### src/design/gpm_pkg.sv
/*
 * Shared constants for the two-port I/O configuration and match block:
 * register addresses, reset values, port width and filter depth.
 * Assumes an 8-bit special function register space on the CPU side.
 */
package gpm_pkg;

    // ************************************************************
    // Widths
    // ************************************************************
    localparam int unsigned PORT_W = 8;
    localparam int unsigned ADDR_W = 8;
    localparam int unsigned SYNC_STAGES = 3;

    typedef logic [PORT_W-1:0] gpm_byte_t;
    typedef logic [ADDR_W-1:0] gpm_addr_t;

    // ************************************************************
    // Register addresses
    // ************************************************************
    localparam gpm_addr_t ADDR_P0_DATA    = 8'h80;
    localparam gpm_addr_t ADDR_P1_DATA    = 8'h90;
    localparam gpm_addr_t ADDR_P0_DRIVE   = 8'ha4;
    localparam gpm_addr_t ADDR_P1_DRIVE   = 8'ha5;
    localparam gpm_addr_t ADDR_P1_SELECT  = 8'hbf;
    localparam gpm_addr_t ADDR_P0_SELECT  = 8'hc7;
    localparam gpm_addr_t ADDR_P1_VALUE   = 8'hcf;
    localparam gpm_addr_t ADDR_P0_BYPASS  = 8'hd4;
    localparam gpm_addr_t ADDR_P1_BYPASS  = 8'hd5;
    localparam gpm_addr_t ADDR_P0_VALUE   = 8'hd7;
    localparam gpm_addr_t ADDR_P0_KIND    = 8'hf1;
    localparam gpm_addr_t ADDR_P1_KIND    = 8'hf2;

    // ************************************************************
    // Reset values
    // ************************************************************
    localparam gpm_byte_t RST_DATA   = 8'hff;
    localparam gpm_byte_t RST_DRIVE  = 8'h00;
    localparam gpm_byte_t RST_SELECT = 8'h00;
    localparam gpm_byte_t RST_VALUE  = 8'hff;
    localparam gpm_byte_t RST_BYPASS = 8'h00;
    localparam gpm_byte_t RST_KIND   = 8'hff;
    localparam gpm_byte_t RD_UNMAPPED = 8'h00;
    localparam gpm_byte_t ALL_ZERO   = 8'h00;

endpackage

### src/design/gpm_cmp_if.sv
/*
 * Carrier between the top and one port's synchroniser and comparator.
 * Assumes both ends run on the same system clock.
 */
`timescale 1ns/1ns
interface gpm_cmp_if;
    import gpm_pkg::*;
    gpm_byte_t pins_raw;
    gpm_byte_t pins_sync;
    gpm_byte_t sel;
    gpm_byte_t value;
    logic      match;

    modport cmp (
        input  pins_raw,
        input  sel,
        input  value,
        output pins_sync,
        output match
    );
    modport ctl (
        output pins_raw,
        output sel,
        output value,
        input  pins_sync,
        input  match
    );
endinterface

### src/design/gpm_port_cmp.sv
/*
 * One port: three-stage pin synchroniser with agreement filter and the
 * masked compare that flags a match event.
 * Assumes pins_raw is asynchronous to clk and sel/value are registers.
 */
`timescale 1ns/1ns
module gpm_port_cmp (
    // Clock and reset
    input  wire logic clk,
    input  wire logic rst,
    // Port side
    gpm_cmp_if.cmp    port
);
    import gpm_pkg::*;

    typedef struct packed {
        gpm_byte_t s1;
        gpm_byte_t s2;
        gpm_byte_t s3;
        gpm_byte_t stable;
        logic      match;
    } gpm_cmp_s;

    gpm_cmp_s st_q;
    gpm_cmp_s st_d;

    // ************************************************************
    // Next state
    // ************************************************************
    always_comb begin
        st_d    = st_q;
        st_d.s1 = port.pins_raw;
        st_d.s2 = st_q.s1;
        st_d.s3 = st_q.s2;
        for (int i = 0; i < PORT_W; i++) begin
            if (st_q.s2[i] == st_q.s3[i]) begin
                st_d.stable[i] = st_q.s3[i];
            end
        end
        // Level event while masked pins differ from masked value
        st_d.match = ((st_q.stable & port.sel) != (port.value & port.sel));
    end

    always_ff @(posedge clk or posedge rst) begin
        if (rst) begin
            st_q <= '{s1: RST_DATA, s2: RST_DATA, s3: RST_DATA,
                      stable: RST_DATA, match: 1'b0};
        end else begin
            st_q <= st_d;
        end
    end

    assign port.pins_sync = st_q.stable;
    assign port.match     = st_q.match;

endmodule // gpm_port_cmp

### src/design/gpm_port_io.sv
/*
 * Configuration, data latches, pin drive and match event logic for two
 * 8-bit general purpose ports.
 * Assumes a single-cycle special function register port from the CPU,
 * a crossbar that supplies per-pin routing, and pads that resolve
 * output enable and weak pull-up.
 */
`timescale 1ns/1ns
module gpm_port_io (
    // Clock and reset
    input  wire logic            clk,
    input  wire logic            rst,
    // Register port
    input  wire gpm_pkg::gpm_addr_t sfr_addr,
    input  wire logic            sfr_wr,
    input  wire gpm_pkg::gpm_byte_t sfr_wdata,
    input  wire logic            sfr_rd,
    input  wire logic            sfr_rmw,
    output gpm_pkg::gpm_byte_t   sfr_rdata_q,
    // Crossbar side
    input  wire logic            xbar_enable,
    input  wire logic            weak_pullup_off,
    input  wire gpm_pkg::gpm_byte_t p0_xbar_sel,
    input  wire gpm_pkg::gpm_byte_t p0_xbar_data,
    input  wire gpm_pkg::gpm_byte_t p0_twowire,
    input  wire gpm_pkg::gpm_byte_t p1_xbar_sel,
    input  wire gpm_pkg::gpm_byte_t p1_xbar_data,
    input  wire gpm_pkg::gpm_byte_t p1_twowire,
    output gpm_pkg::gpm_byte_t   p0_bypass_q,
    output gpm_pkg::gpm_byte_t   p1_bypass_q,
    // Port 0 pins
    input  wire gpm_pkg::gpm_byte_t p0_pin_in,
    output gpm_pkg::gpm_byte_t   p0_pin_out_q,
    output gpm_pkg::gpm_byte_t   p0_pin_oe_q,
    output gpm_pkg::gpm_byte_t   p0_pullup_q,
    output gpm_pkg::gpm_byte_t   p0_analog_q,
    // Port 1 pins
    input  wire gpm_pkg::gpm_byte_t p1_pin_in,
    output gpm_pkg::gpm_byte_t   p1_pin_out_q,
    output gpm_pkg::gpm_byte_t   p1_pin_oe_q,
    output gpm_pkg::gpm_byte_t   p1_pullup_q,
    output gpm_pkg::gpm_byte_t   p1_analog_q,
    // Match event
    input  wire logic            match_interrupt_enable,
    output logic                 match_irq_q,
    output logic                 match_wake_q
);
    import gpm_pkg::*;

    // ************************************************************
    // State
    // ************************************************************
    typedef struct packed {
        gpm_byte_t p0_data;
        gpm_byte_t p1_data;
        gpm_byte_t p0_drive;
        gpm_byte_t p1_drive;
        gpm_byte_t p0_kind;
        gpm_byte_t p1_kind;
        gpm_byte_t p0_bypass;
        gpm_byte_t p1_bypass;
        gpm_byte_t p0_select;
        gpm_byte_t p1_select;
        gpm_byte_t p0_value;
        gpm_byte_t p1_value;
        gpm_byte_t rdata;
        gpm_byte_t p0_out;
        gpm_byte_t p0_oe;
        gpm_byte_t p0_pu;
        gpm_byte_t p1_out;
        gpm_byte_t p1_oe;
        gpm_byte_t p1_pu;
        gpm_byte_t p0_an;
        gpm_byte_t p1_an;
        logic      irq;
        logic      wake;
    } gpm_top_s;

    localparam gpm_top_s RST_STATE = '{
        p0_data:   RST_DATA,   p1_data:   RST_DATA,
        p0_drive:  RST_DRIVE,  p1_drive:  RST_DRIVE,
        p0_kind:   RST_KIND,   p1_kind:   RST_KIND,
        p0_bypass: RST_BYPASS, p1_bypass: RST_BYPASS,
        p0_select: RST_SELECT, p1_select: RST_SELECT,
        p0_value:  RST_VALUE,  p1_value:  RST_VALUE,
        rdata:     RD_UNMAPPED,
        p0_out:    ALL_ZERO,   p0_oe:     ALL_ZERO,  p0_pu: ALL_ZERO,
        p1_out:    ALL_ZERO,   p1_oe:     ALL_ZERO,  p1_pu: ALL_ZERO,
        p0_an:     ALL_ZERO,   p1_an:     ALL_ZERO,
        irq:       1'b0,
        wake:      1'b0
    };

    gpm_top_s st_q;
    gpm_top_s st_d;

    // ************************************************************
    // Per-port synchroniser and comparator
    // ************************************************************
    gpm_cmp_if cmp0 ();
    gpm_cmp_if cmp1 ();

    assign cmp0.pins_raw = p0_pin_in;
    assign cmp0.sel      = st_q.p0_select;
    assign cmp0.value    = st_q.p0_value;
    assign cmp1.pins_raw = p1_pin_in;
    assign cmp1.sel      = st_q.p1_select;
    assign cmp1.value    = st_q.p1_value;

    gpm_port_cmp u_cmp0 (
        .clk  (clk),
        .rst  (rst),
        .port (cmp0.cmp)
    );

    gpm_port_cmp u_cmp1 (
        .clk  (clk),
        .rst  (rst),
        .port (cmp1.cmp)
    );

    // ************************************************************
    // Pin drive terms
    // ************************************************************
    gpm_byte_t p0_level;
    gpm_byte_t p1_level;
    gpm_byte_t p0_push;
    gpm_byte_t p1_push;
    gpm_byte_t p0_oe_d;
    gpm_byte_t p1_oe_d;
    gpm_byte_t p0_pu_d;
    gpm_byte_t p1_pu_d;

    genvar gi;
    generate
        for (gi = 0; gi < PORT_W; gi++) begin : g_pin
            // Crossbar-routed signal replaces the latch on assigned pins
            assign p0_level[gi] = p0_xbar_sel[gi] ? p0_xbar_data[gi]
                                                  : st_q.p0_data[gi];
            assign p1_level[gi] = p1_xbar_sel[gi] ? p1_xbar_data[gi]
                                                  : st_q.p1_data[gi];
            // Push-pull only on digital pins not carrying the two-wire bus
            assign p0_push[gi] = st_q.p0_drive[gi] & st_q.p0_kind[gi]
                                 & ~p0_twowire[gi];
            assign p1_push[gi] = st_q.p1_drive[gi] & st_q.p1_kind[gi]
                                 & ~p1_twowire[gi];
            // Open-drain drives only a low; analog pins never drive
            assign p0_oe_d[gi] = xbar_enable & st_q.p0_kind[gi]
                                 & (p0_push[gi] | ~p0_level[gi]);
            assign p1_oe_d[gi] = xbar_enable & st_q.p1_kind[gi]
                                 & (p1_push[gi] | ~p1_level[gi]);
            // Weak pull-up on digital open-drain pins not driving low
            assign p0_pu_d[gi] = ~weak_pullup_off & st_q.p0_kind[gi]
                                 & ~p0_push[gi] & ~p0_oe_d[gi];
            assign p1_pu_d[gi] = ~weak_pullup_off & st_q.p1_kind[gi]
                                 & ~p1_push[gi] & ~p1_oe_d[gi];
        end
    endgenerate

    // ************************************************************
    // Register read data
    // ************************************************************
    gpm_byte_t rd_mux;

    always_comb begin
        rd_mux = RD_UNMAPPED;
        case (sfr_addr)
            ADDR_P0_DATA: begin
                // Receiver off on analog pins, so they read as 0
                rd_mux = sfr_rmw ? st_q.p0_data
                                 : (cmp0.pins_sync & st_q.p0_kind);
            end
            ADDR_P1_DATA: begin
                rd_mux = sfr_rmw ? st_q.p1_data
                                 : (cmp1.pins_sync & st_q.p1_kind);
            end
            ADDR_P0_DRIVE:  rd_mux = st_q.p0_drive;
            ADDR_P1_DRIVE:  rd_mux = st_q.p1_drive;
            ADDR_P0_KIND:   rd_mux = st_q.p0_kind;
            ADDR_P1_KIND:   rd_mux = st_q.p1_kind;
            ADDR_P0_BYPASS: rd_mux = st_q.p0_bypass;
            ADDR_P1_BYPASS: rd_mux = st_q.p1_bypass;
            ADDR_P0_SELECT: rd_mux = st_q.p0_select;
            ADDR_P1_SELECT: rd_mux = st_q.p1_select;
            ADDR_P0_VALUE:  rd_mux = st_q.p0_value;
            ADDR_P1_VALUE:  rd_mux = st_q.p1_value;
            default:        rd_mux = RD_UNMAPPED;
        endcase
    end

    // ************************************************************
    // Next state
    // ************************************************************
    always_comb begin
        st_d = st_q;
        if (sfr_wr) begin
            case (sfr_addr)
                ADDR_P0_DATA:   st_d.p0_data   = sfr_wdata;
                ADDR_P1_DATA:   st_d.p1_data   = sfr_wdata;
                ADDR_P0_DRIVE:  st_d.p0_drive  = sfr_wdata;
                ADDR_P1_DRIVE:  st_d.p1_drive  = sfr_wdata;
                ADDR_P0_KIND:   st_d.p0_kind   = sfr_wdata;
                ADDR_P1_KIND:   st_d.p1_kind   = sfr_wdata;
                ADDR_P0_BYPASS: st_d.p0_bypass = sfr_wdata;
                ADDR_P1_BYPASS: st_d.p1_bypass = sfr_wdata;
                ADDR_P0_SELECT: st_d.p0_select = sfr_wdata;
                ADDR_P1_SELECT: st_d.p1_select = sfr_wdata;
                ADDR_P0_VALUE:  st_d.p0_value  = sfr_wdata;
                ADDR_P1_VALUE:  st_d.p1_value  = sfr_wdata;
                default: begin
                end
            endcase
        end
        if (sfr_rd) begin
            st_d.rdata = rd_mux;
        end
        st_d.p0_out = p0_level;
        st_d.p0_oe  = p0_oe_d;
        st_d.p0_pu  = p0_pu_d;
        st_d.p1_out = p1_level;
        st_d.p1_oe  = p1_oe_d;
        st_d.p1_pu  = p1_pu_d;
        // Analog flags registered alongside the drive terms so they change together
        st_d.p0_an  = ~st_q.p0_kind;
        st_d.p1_an  = ~st_q.p1_kind;
        // Wake needs no enable; interrupt request is gated
        st_d.wake = cmp0.match | cmp1.match;
        st_d.irq  = (cmp0.match | cmp1.match) & match_interrupt_enable;
    end

    always_ff @(posedge clk or posedge rst) begin
        if (rst) begin
            st_q <= RST_STATE;
        end else begin
            st_q <= st_d;
        end
    end

    // ************************************************************
    // Outputs
    // ************************************************************
    assign sfr_rdata_q  = st_q.rdata;
    assign p0_bypass_q  = st_q.p0_bypass;
    assign p1_bypass_q  = st_q.p1_bypass;
    assign p0_pin_out_q = st_q.p0_out;
    assign p0_pin_oe_q  = st_q.p0_oe;
    assign p0_pullup_q  = st_q.p0_pu;
    assign p0_analog_q  = st_q.p0_an;
    assign p1_pin_out_q = st_q.p1_out;
    assign p1_pin_oe_q  = st_q.p1_oe;
    assign p1_pullup_q  = st_q.p1_pu;
    assign p1_analog_q  = st_q.p1_an;
    assign match_irq_q  = st_q.irq;
    assign match_wake_q = st_q.wake;

endmodule // gpm_port_io
### config.mk
export PLATFORM = sky130hd
export DESIGN_NAME = gpm_port_io
export DESIGN_NICKNAME = d
export VERILOG_FILES = /design/src/design/gpm_pkg.sv /design/src/design/gpm_cmp_if.sv /design/src/design/gpm_port_cmp.sv /design/src/design/gpm_port_io.sv
export SDC_FILE = /design/constraint.sdc
export NUM_CORES = 1
export LEC_CHECK = 0
export BUFFER_PORTS_ARGS = -buffer_cell sky130_fd_sc_hd__clkbuf_2
export CAP_MARGIN = 10
export CORE_ASPECT_RATIO = 0.9
export CORE_MARGIN = 3
export CORE_UTILIZATION = 35
export DETAILED_ROUTE_END_ITERATION = 8
export REMOVE_ABC_BUFFERS = 1
export SLEW_MARGIN = 20
export SYNTH_ARGS = -nofsm -noshare
export SYNTH_HDL_FRONTEND = slang
export SYNTH_SLANG_ARGS = --single-unit
### constraint.sdc
create_clock -name clk -period 14.6 [get_ports clk]
set_input_delay 2.19 -clock clk [delete_from_list [all_inputs] [get_ports clk]]
set_output_delay 2.19 -clock clk [all_outputs]
set_load 0.02 [all_outputs]
Yosys cells after proc, flatten, opt, wreduce, memory -nomap -nowiden
Cells that the tools add are included.
- bits in registers: 236
- input port bits: 88
- output and inout port bits: 90
- logic and storage cells: 311
- equality and inequality tests: 30
- mux-type cells: 19
- bitwise logic cells: 203
- reduce and logical (&&, ||, !) cells: 12
- operator list (kind ; count):
    $and 1x1->1 ; 113
    $eq 8x8->1 const B ; 12
    $pmux 8 s12 ; 1
    $not 1->1 ; 65
    $and 8x8->8 ; 6
    $reduce_and 2->1 ; 12
    $or 1x1->1 ; 17
    $eq 1x1->1 ; 16
    $mux 1 ; 16
    $mux 8 ; 2
    $ne 8x8->1 ; 2
    $not 8->8 ; 2

Logic depth before layout (Yosys ltp)
- depth in word-level cells: 6
- gate-level depth with buffers: 8
- depth with buffers taken out: 5

By module
Synthesis repeated with hierarchy kept, for this count alone.
- cells, all modules: 831
- area, all modules: 10616.4 um^2
- by module, submodules not included (module ; instances ; cells each ; area an instance (um^2) ; seq. area each (um^2)):
    gpm_port_io ; 1 ; 705 ; 8384.3 ; 4314.1
    gpm_port_cmp ; 2 ; 63 ; 1116.1 ; 865.8

Least setup slack after synthesis
No wires, ideal clock.
- path type: in2reg
- from: input port sfr_addr[3]
- to: register st_q, in the netlist sfr_rdata_q[1]
- library setup time: 0.080 ns
- arrival: 3.556 ns
- data required time: 14.520 ns
- setup slack: 10.964 ns
- cell stages on the path: 7
- buffers on the path: 2
- cells stage by stage: buf_6 or2_4 or4_1 buf_2 a311oi_1 nor4_1 o22ai_2
- word-level cells in the longest chain between the ends: 2
- elaborated cells on any way between the ends: 13
- classes of those cells: eq/ne (12); mux (1)
- ends and longest elaborated chain (what ; line ; RTL):
    start: declaration ; gpm_port_io.sv:14 ; input wire gpm_pkg::gpm_addr_t sfr_addr,
    $eq 8x8->1 ; gpm_port_io.sv:167 ; case (sfr_addr)
    $pmux 8 s12 * ; gpm_port_io.sv:167 ;
    end signal: assignment ; gpm_port_io.sv:235 ; st_q <= st_d;
    end: declaration ; gpm_port_io.sv:94 ; gpm_top_s st_q;
Every way passes the cells marked *; elsewhere a longest branch is shown, timed or not.
A chain may end at the register's enable or synchronous reset.

Final worst setup path
- from: input port sfr_addr[4]
- to: register st_q[138] (netlist bit)
- word-level cells in the longest chain between the ends: 2
- ends and longest elaborated chain (what ; line ; RTL):
    $eq 8x8->1 ; gpm_port_io.sv:197 ; case (sfr_addr)
    $reduce_and 2->1 (no source line) ; - ;
No other way between the ends.

==> impl.org <==
** Finish
- Of the cells placed in the final design, the portion with a size suffix greater than 1 is 0.445.
- Net count reported at finish :: 981
- Number of filler cells placed in the layout :: 2,759
- Relative to the synthesized area, the layout overhead comes to 14.3%.
- The library cell used most frequently in the layout, excluding fill and tap cells, is sky130_fd_sc_hd__clkbuf_2.
- The number of antenna diodes in the final layout is 0.
- Leaving out fill and tap cells, the most frequent cells in the layout are 177 x sky130_fd_sc_hd__clkbuf_2, 124 x sky130_fd_sc_hd__dfrtp_1, 112 x sky130_fd_sc_hd__dfstp_2.

** Power and ir drop
- Of the total power, registers draw 0.484.
- In this run the static leakage power is 0.00536 uW.
- Total design power :: 1510 uW
- Worst VDD drop :: 0.0840 mV
- In this run the power spent charging and discharging nets is 359 uW.
- Internal power of the cells :: 1150 uW
- Of the total power, the share spent switching nets is 0.238.
- Power density over cell area :: 126 nW/um^2
- The share of total power dissipated in combinational logic is 0.073.
- Clock power share :: 0.443

** STA
- The number of pins with negative max-slew slack in the final report is 0.
- Slew of the pin with the lowest slew margin :: 0.926 ns
- Setup slack on the critical path of the routed design comes to 10.62 ns.
- Setup repair after global routing missed its margin :: false
- Highest clock frequency the design can meet :: 0.251 GHz
- Hold Vio Cnt, Final :: 0
- Measured against its own limit, the worst slew margin works out to 0.383.
- Final-layout setup total negative slack :: 0 ns
- For the final database, setup skew stands at 0.0178 ns.
- After layout, the minimum clock period comes to 3.98 ns.
- Dividing the final minimum period by the clock period gives 0.273.
- Setup violations remaining at the end of the flow were counted as 0.

** Global route
- For this run, the total global-route usage over all layers was measured as 0.164.
- The via count of the first global-routing pass is 6,639.
- The number of antenna violations at the first check in global routing came to 2.
- Largest net degree at the start of global routing :: 124
- The first global-routing pass estimated 40,800 um of wire.
- GRT overflow :: 0

** Yosys
- In this run the mean area of a mapped cell was 12.9 sq um.
- Of all flip-flops after synthesis, the portion carrying an async set or reset was 1.00.
- Among all flip-flop cells after synthesis, the most frequent one is sky130_fd_sc_hd__dfrtp_1.
- Biggest area consumer among synthesized cells :: sky130_fd_sc_hd__dfrtp_1
- Register bit count reported by yosys :: 236
- Main combinational cell family by area after synthesis :: multiplexers
- Post-synthesis share of cell area spent on full adders, half adders and majority gates :: 0.0153
- Yosys warns :: 0
- The cell count after synthesis came out at 808.
- Sorting the synthesized cells by area gives the leading types as sky130_fd_sc_hd__dfrtp_1 30%, sky130_fd_sc_hd__dfstp_2 28%, sky130_fd_sc_hd__mux2_1 8.0%.
- Synth unique cells :: 65
- Of the total synthesized cell area, the portion taken by AND, OR, NAND and NOR gates is 0.0825.
- Area fraction of the dominant cell type after synthesis :: 0.297
- Compound-Gate Fraction of Synth Area :: 0.0843
- In this run the cell area of the synthesized design comes to 10,500 sq um.
- Counting flops with a built-in enable in the synthesized netlist gives 0.
- The share of the Yosys chip area taken by registers is 0.578.
- Measured against the total synthesized area, the mux share comes to 0.131.
- Of the total synthesized cell area, the portion taken by XOR and XNOR cells is 0.0134.

** Worst setup path
- Startpoint Class :: primary input
- Along the worst path, the maximum fanout reaches 29.
- Data on the critical path arrives at its endpoint at 4.39 ns.
- Kind of capture point of the worst setup path :: register
- For the worst setup path, the data required time is 15.00 ns.
- Start-to-end type of the worst setup path :: in -> reg

** CTS
- After clock tree synthesis, the clock-pin slew on the worst setup and hold paths is 0.06 ns.
- TritonCTS built the clock tree.
- CTS max path bufs :: 3
- CTS sink cnt :: 236
- Clock latency on the worst-skew pair :: 0.53 ns
- In this run the clock root is driven by a sky130_fd_sc_hd__clkbuf_16.
- In this run the post-CTS setup repair buffer count came out at 0.
- After clock tree synthesis, the flow added hold-fix buffers numbering 0.
- Resized cells post-CTS :: 0
- H-tree levels :: 1
- Clock buffers created by TritonCTS :: 26

** Floorplan
- Io pins :: 178
- In this run the standard cell core region covers 29,200 sq um.
- The die is 170 um tall.
- Total number of placement rows :: 59
- In this run the horizontal extent of the chip is 188 um.
- Effective utilization at floorplan :: 0.358
- The die covers 32,000 sq um.

** Placed design
- Before CTS, the worst setup slack after placement is 9.70 ns.
- The congestion estimate from routability-driven global placement came to 0.878.
- Detailed placement finished with a half-perimeter wire length of 18,800 um.
- Port buffering added 177 buffers.

** Outcome
- Outcome :: finished clean

** Route
- Count of routing violations after the opening detailed-route iteration :: 497
- Initial DRT Pass Iterations :: 6
- For this run, design rule violations remaining after detail routing come to 0.
- After detailed routing, the number of vias per cell comes to 5.00.
- ANT nets after route :: 0
- The final route contains 6,539 vias.
- The routed design has 26,600 um of wire.
- Dividing the detail-routed wire length by the instance count gives 20.3 um.

** Min path
- Hold Crit Class :: reg -> reg

** Run
- Max-cap check violation count :: 0
==> sequential cells by signal, summed over array words and instances, names as in the netlist, 8 cells and up <==
signal,count
cmp0.value,8
u_cmp0.port.pins_sync,8
cmp1.sel,8
p0_analog_q,8
u_cmp0.st_q,8
p1_pin_oe_q,8
p0_pin_out_q,8
u_cmp1.st_q,8
sfr_rdata_q,8
p1_analog_q,8
st_q,48
p1_bypass_q,8
u_cmp1.st_d,16
p0_bypass_q,8
p0_pullup_q,8
cmp0.sel,8
p1_pullup_q,8
p1_pin_out_q,8
u_cmp1.port.pins_sync,8
p0_pin_oe_q,8
u_cmp0.st_d,16
cmp1.value,8
==> metrics by stage <==
stage	instances	hold slack, ns	util	instance area (sq um)
after CTS	1309	0.355	0.409	11900
after global placement	1261	0.345	0.379	11000
after global routing	1309	0.356	0.410	11900
after floorplan	684	0.345	-	9620
after detailed placement	1261	0.347	0.379	11000
final	1309	0.355	0.410	11900
==> logic make-up after synthesis <==
logic type / after synthesis
adder cells (fa/ha/maj): 16
XOR/XNOR: 16
buffers and inverters: 168
AND/OR/NAND/NOR: 139
flip-flops: 236
AO/OA/AOI/OAI: 111
multiplexers: 122
==> layer usage <==
| metal | GRT usage | part of all wire | up-vias |
|---|---|---|---|
| met5 | 0 | 0.0011 | - |
| met2 | 0.253 | 0.44 | 240 |
| li1 | - | - | 2970 |
| met3 | 0.0338 | 0.069 | 54 |
| met1 | 0.236 | 0.46 | 3271 |
| met4 | 0.0460 | 0.027 | 4 |
==> power by group through the flow <==
stage / clock [uW] / sequential [uW] / combinational [uW]
detailed placement: 0 / 740 / 111
CTS: 686 / 730 / 111
global route: 712 / 733 / 121
floorplan: 0 / 740 / 48.7
finish: 669 / 730 / 109
global placement: 0 / 740 / 109
==> critical path, cell delays in order <==
cell                       delay, ns
sky130_fd_sc_hd__clkbuf_2       0.38
sky130_fd_sc_hd__nor4bb_2       0.81
sky130_fd_sc_hd__nand3_1        0.53
sky130_fd_sc_hd__mux2_1         0.47
==> layout make-up <==
type | count | area, sq um | area share
clock buffers | 40 | 826 | 0.0691
clock inverters | 8 | 68.8 | 0.00576
inverters | 44 | 173 | 0.0145
multi-input cells | 404 | 3420 | 0.286
flip-flops and latches | 236 | 6050 | 0.506
well taps | 396 | 495 | 0.0415
repair buffers | 181 | 916 | 0.0767
==> cells in the mapped netlist, drive strengths merged, types with 7 or more instances <==
cell type	n
nor4	7
dfrtp	124
nand2	51
buf	105
a2111oi	16
and3b	7
nand3	22
mux2	118
clkbuf	19
o22ai	11
xor2	16
maj3	16
dfstp	112
inv	44
a21oi	19
a22oi	24
nand3b	11
nor2	7
==> final timing paths <==
path                                                start  depth (start not counted)  slack (ns)                    endpoint
worst max register to register      st_q[130]$_DFFE_PP1P_                          5       12.85  sfr_rdata_q[0]$_DFFE_PP0P_
min in group asynchronous                             rst                          2        1.84      match_wake_q$_DFF_PP0_
max in group asynchronous                             rst                          4       10.70       st_q[150]$_DFFE_PP0P_
worst min-delay path            u_cmp1.st_d[20]$_DFF_PP1_                          0        0.35   u_cmp1.st_d[12]$_DFF_PP1_
worst min register to register  u_cmp1.st_d[20]$_DFF_PP1_                          0        0.35   u_cmp1.st_d[12]$_DFF_PP1_
worst max-delay path                          sfr_addr[4]                          4       10.62       st_q[138]$_DFFE_PP0P_
Note: power is estimated with default switching activity, not from simulation.
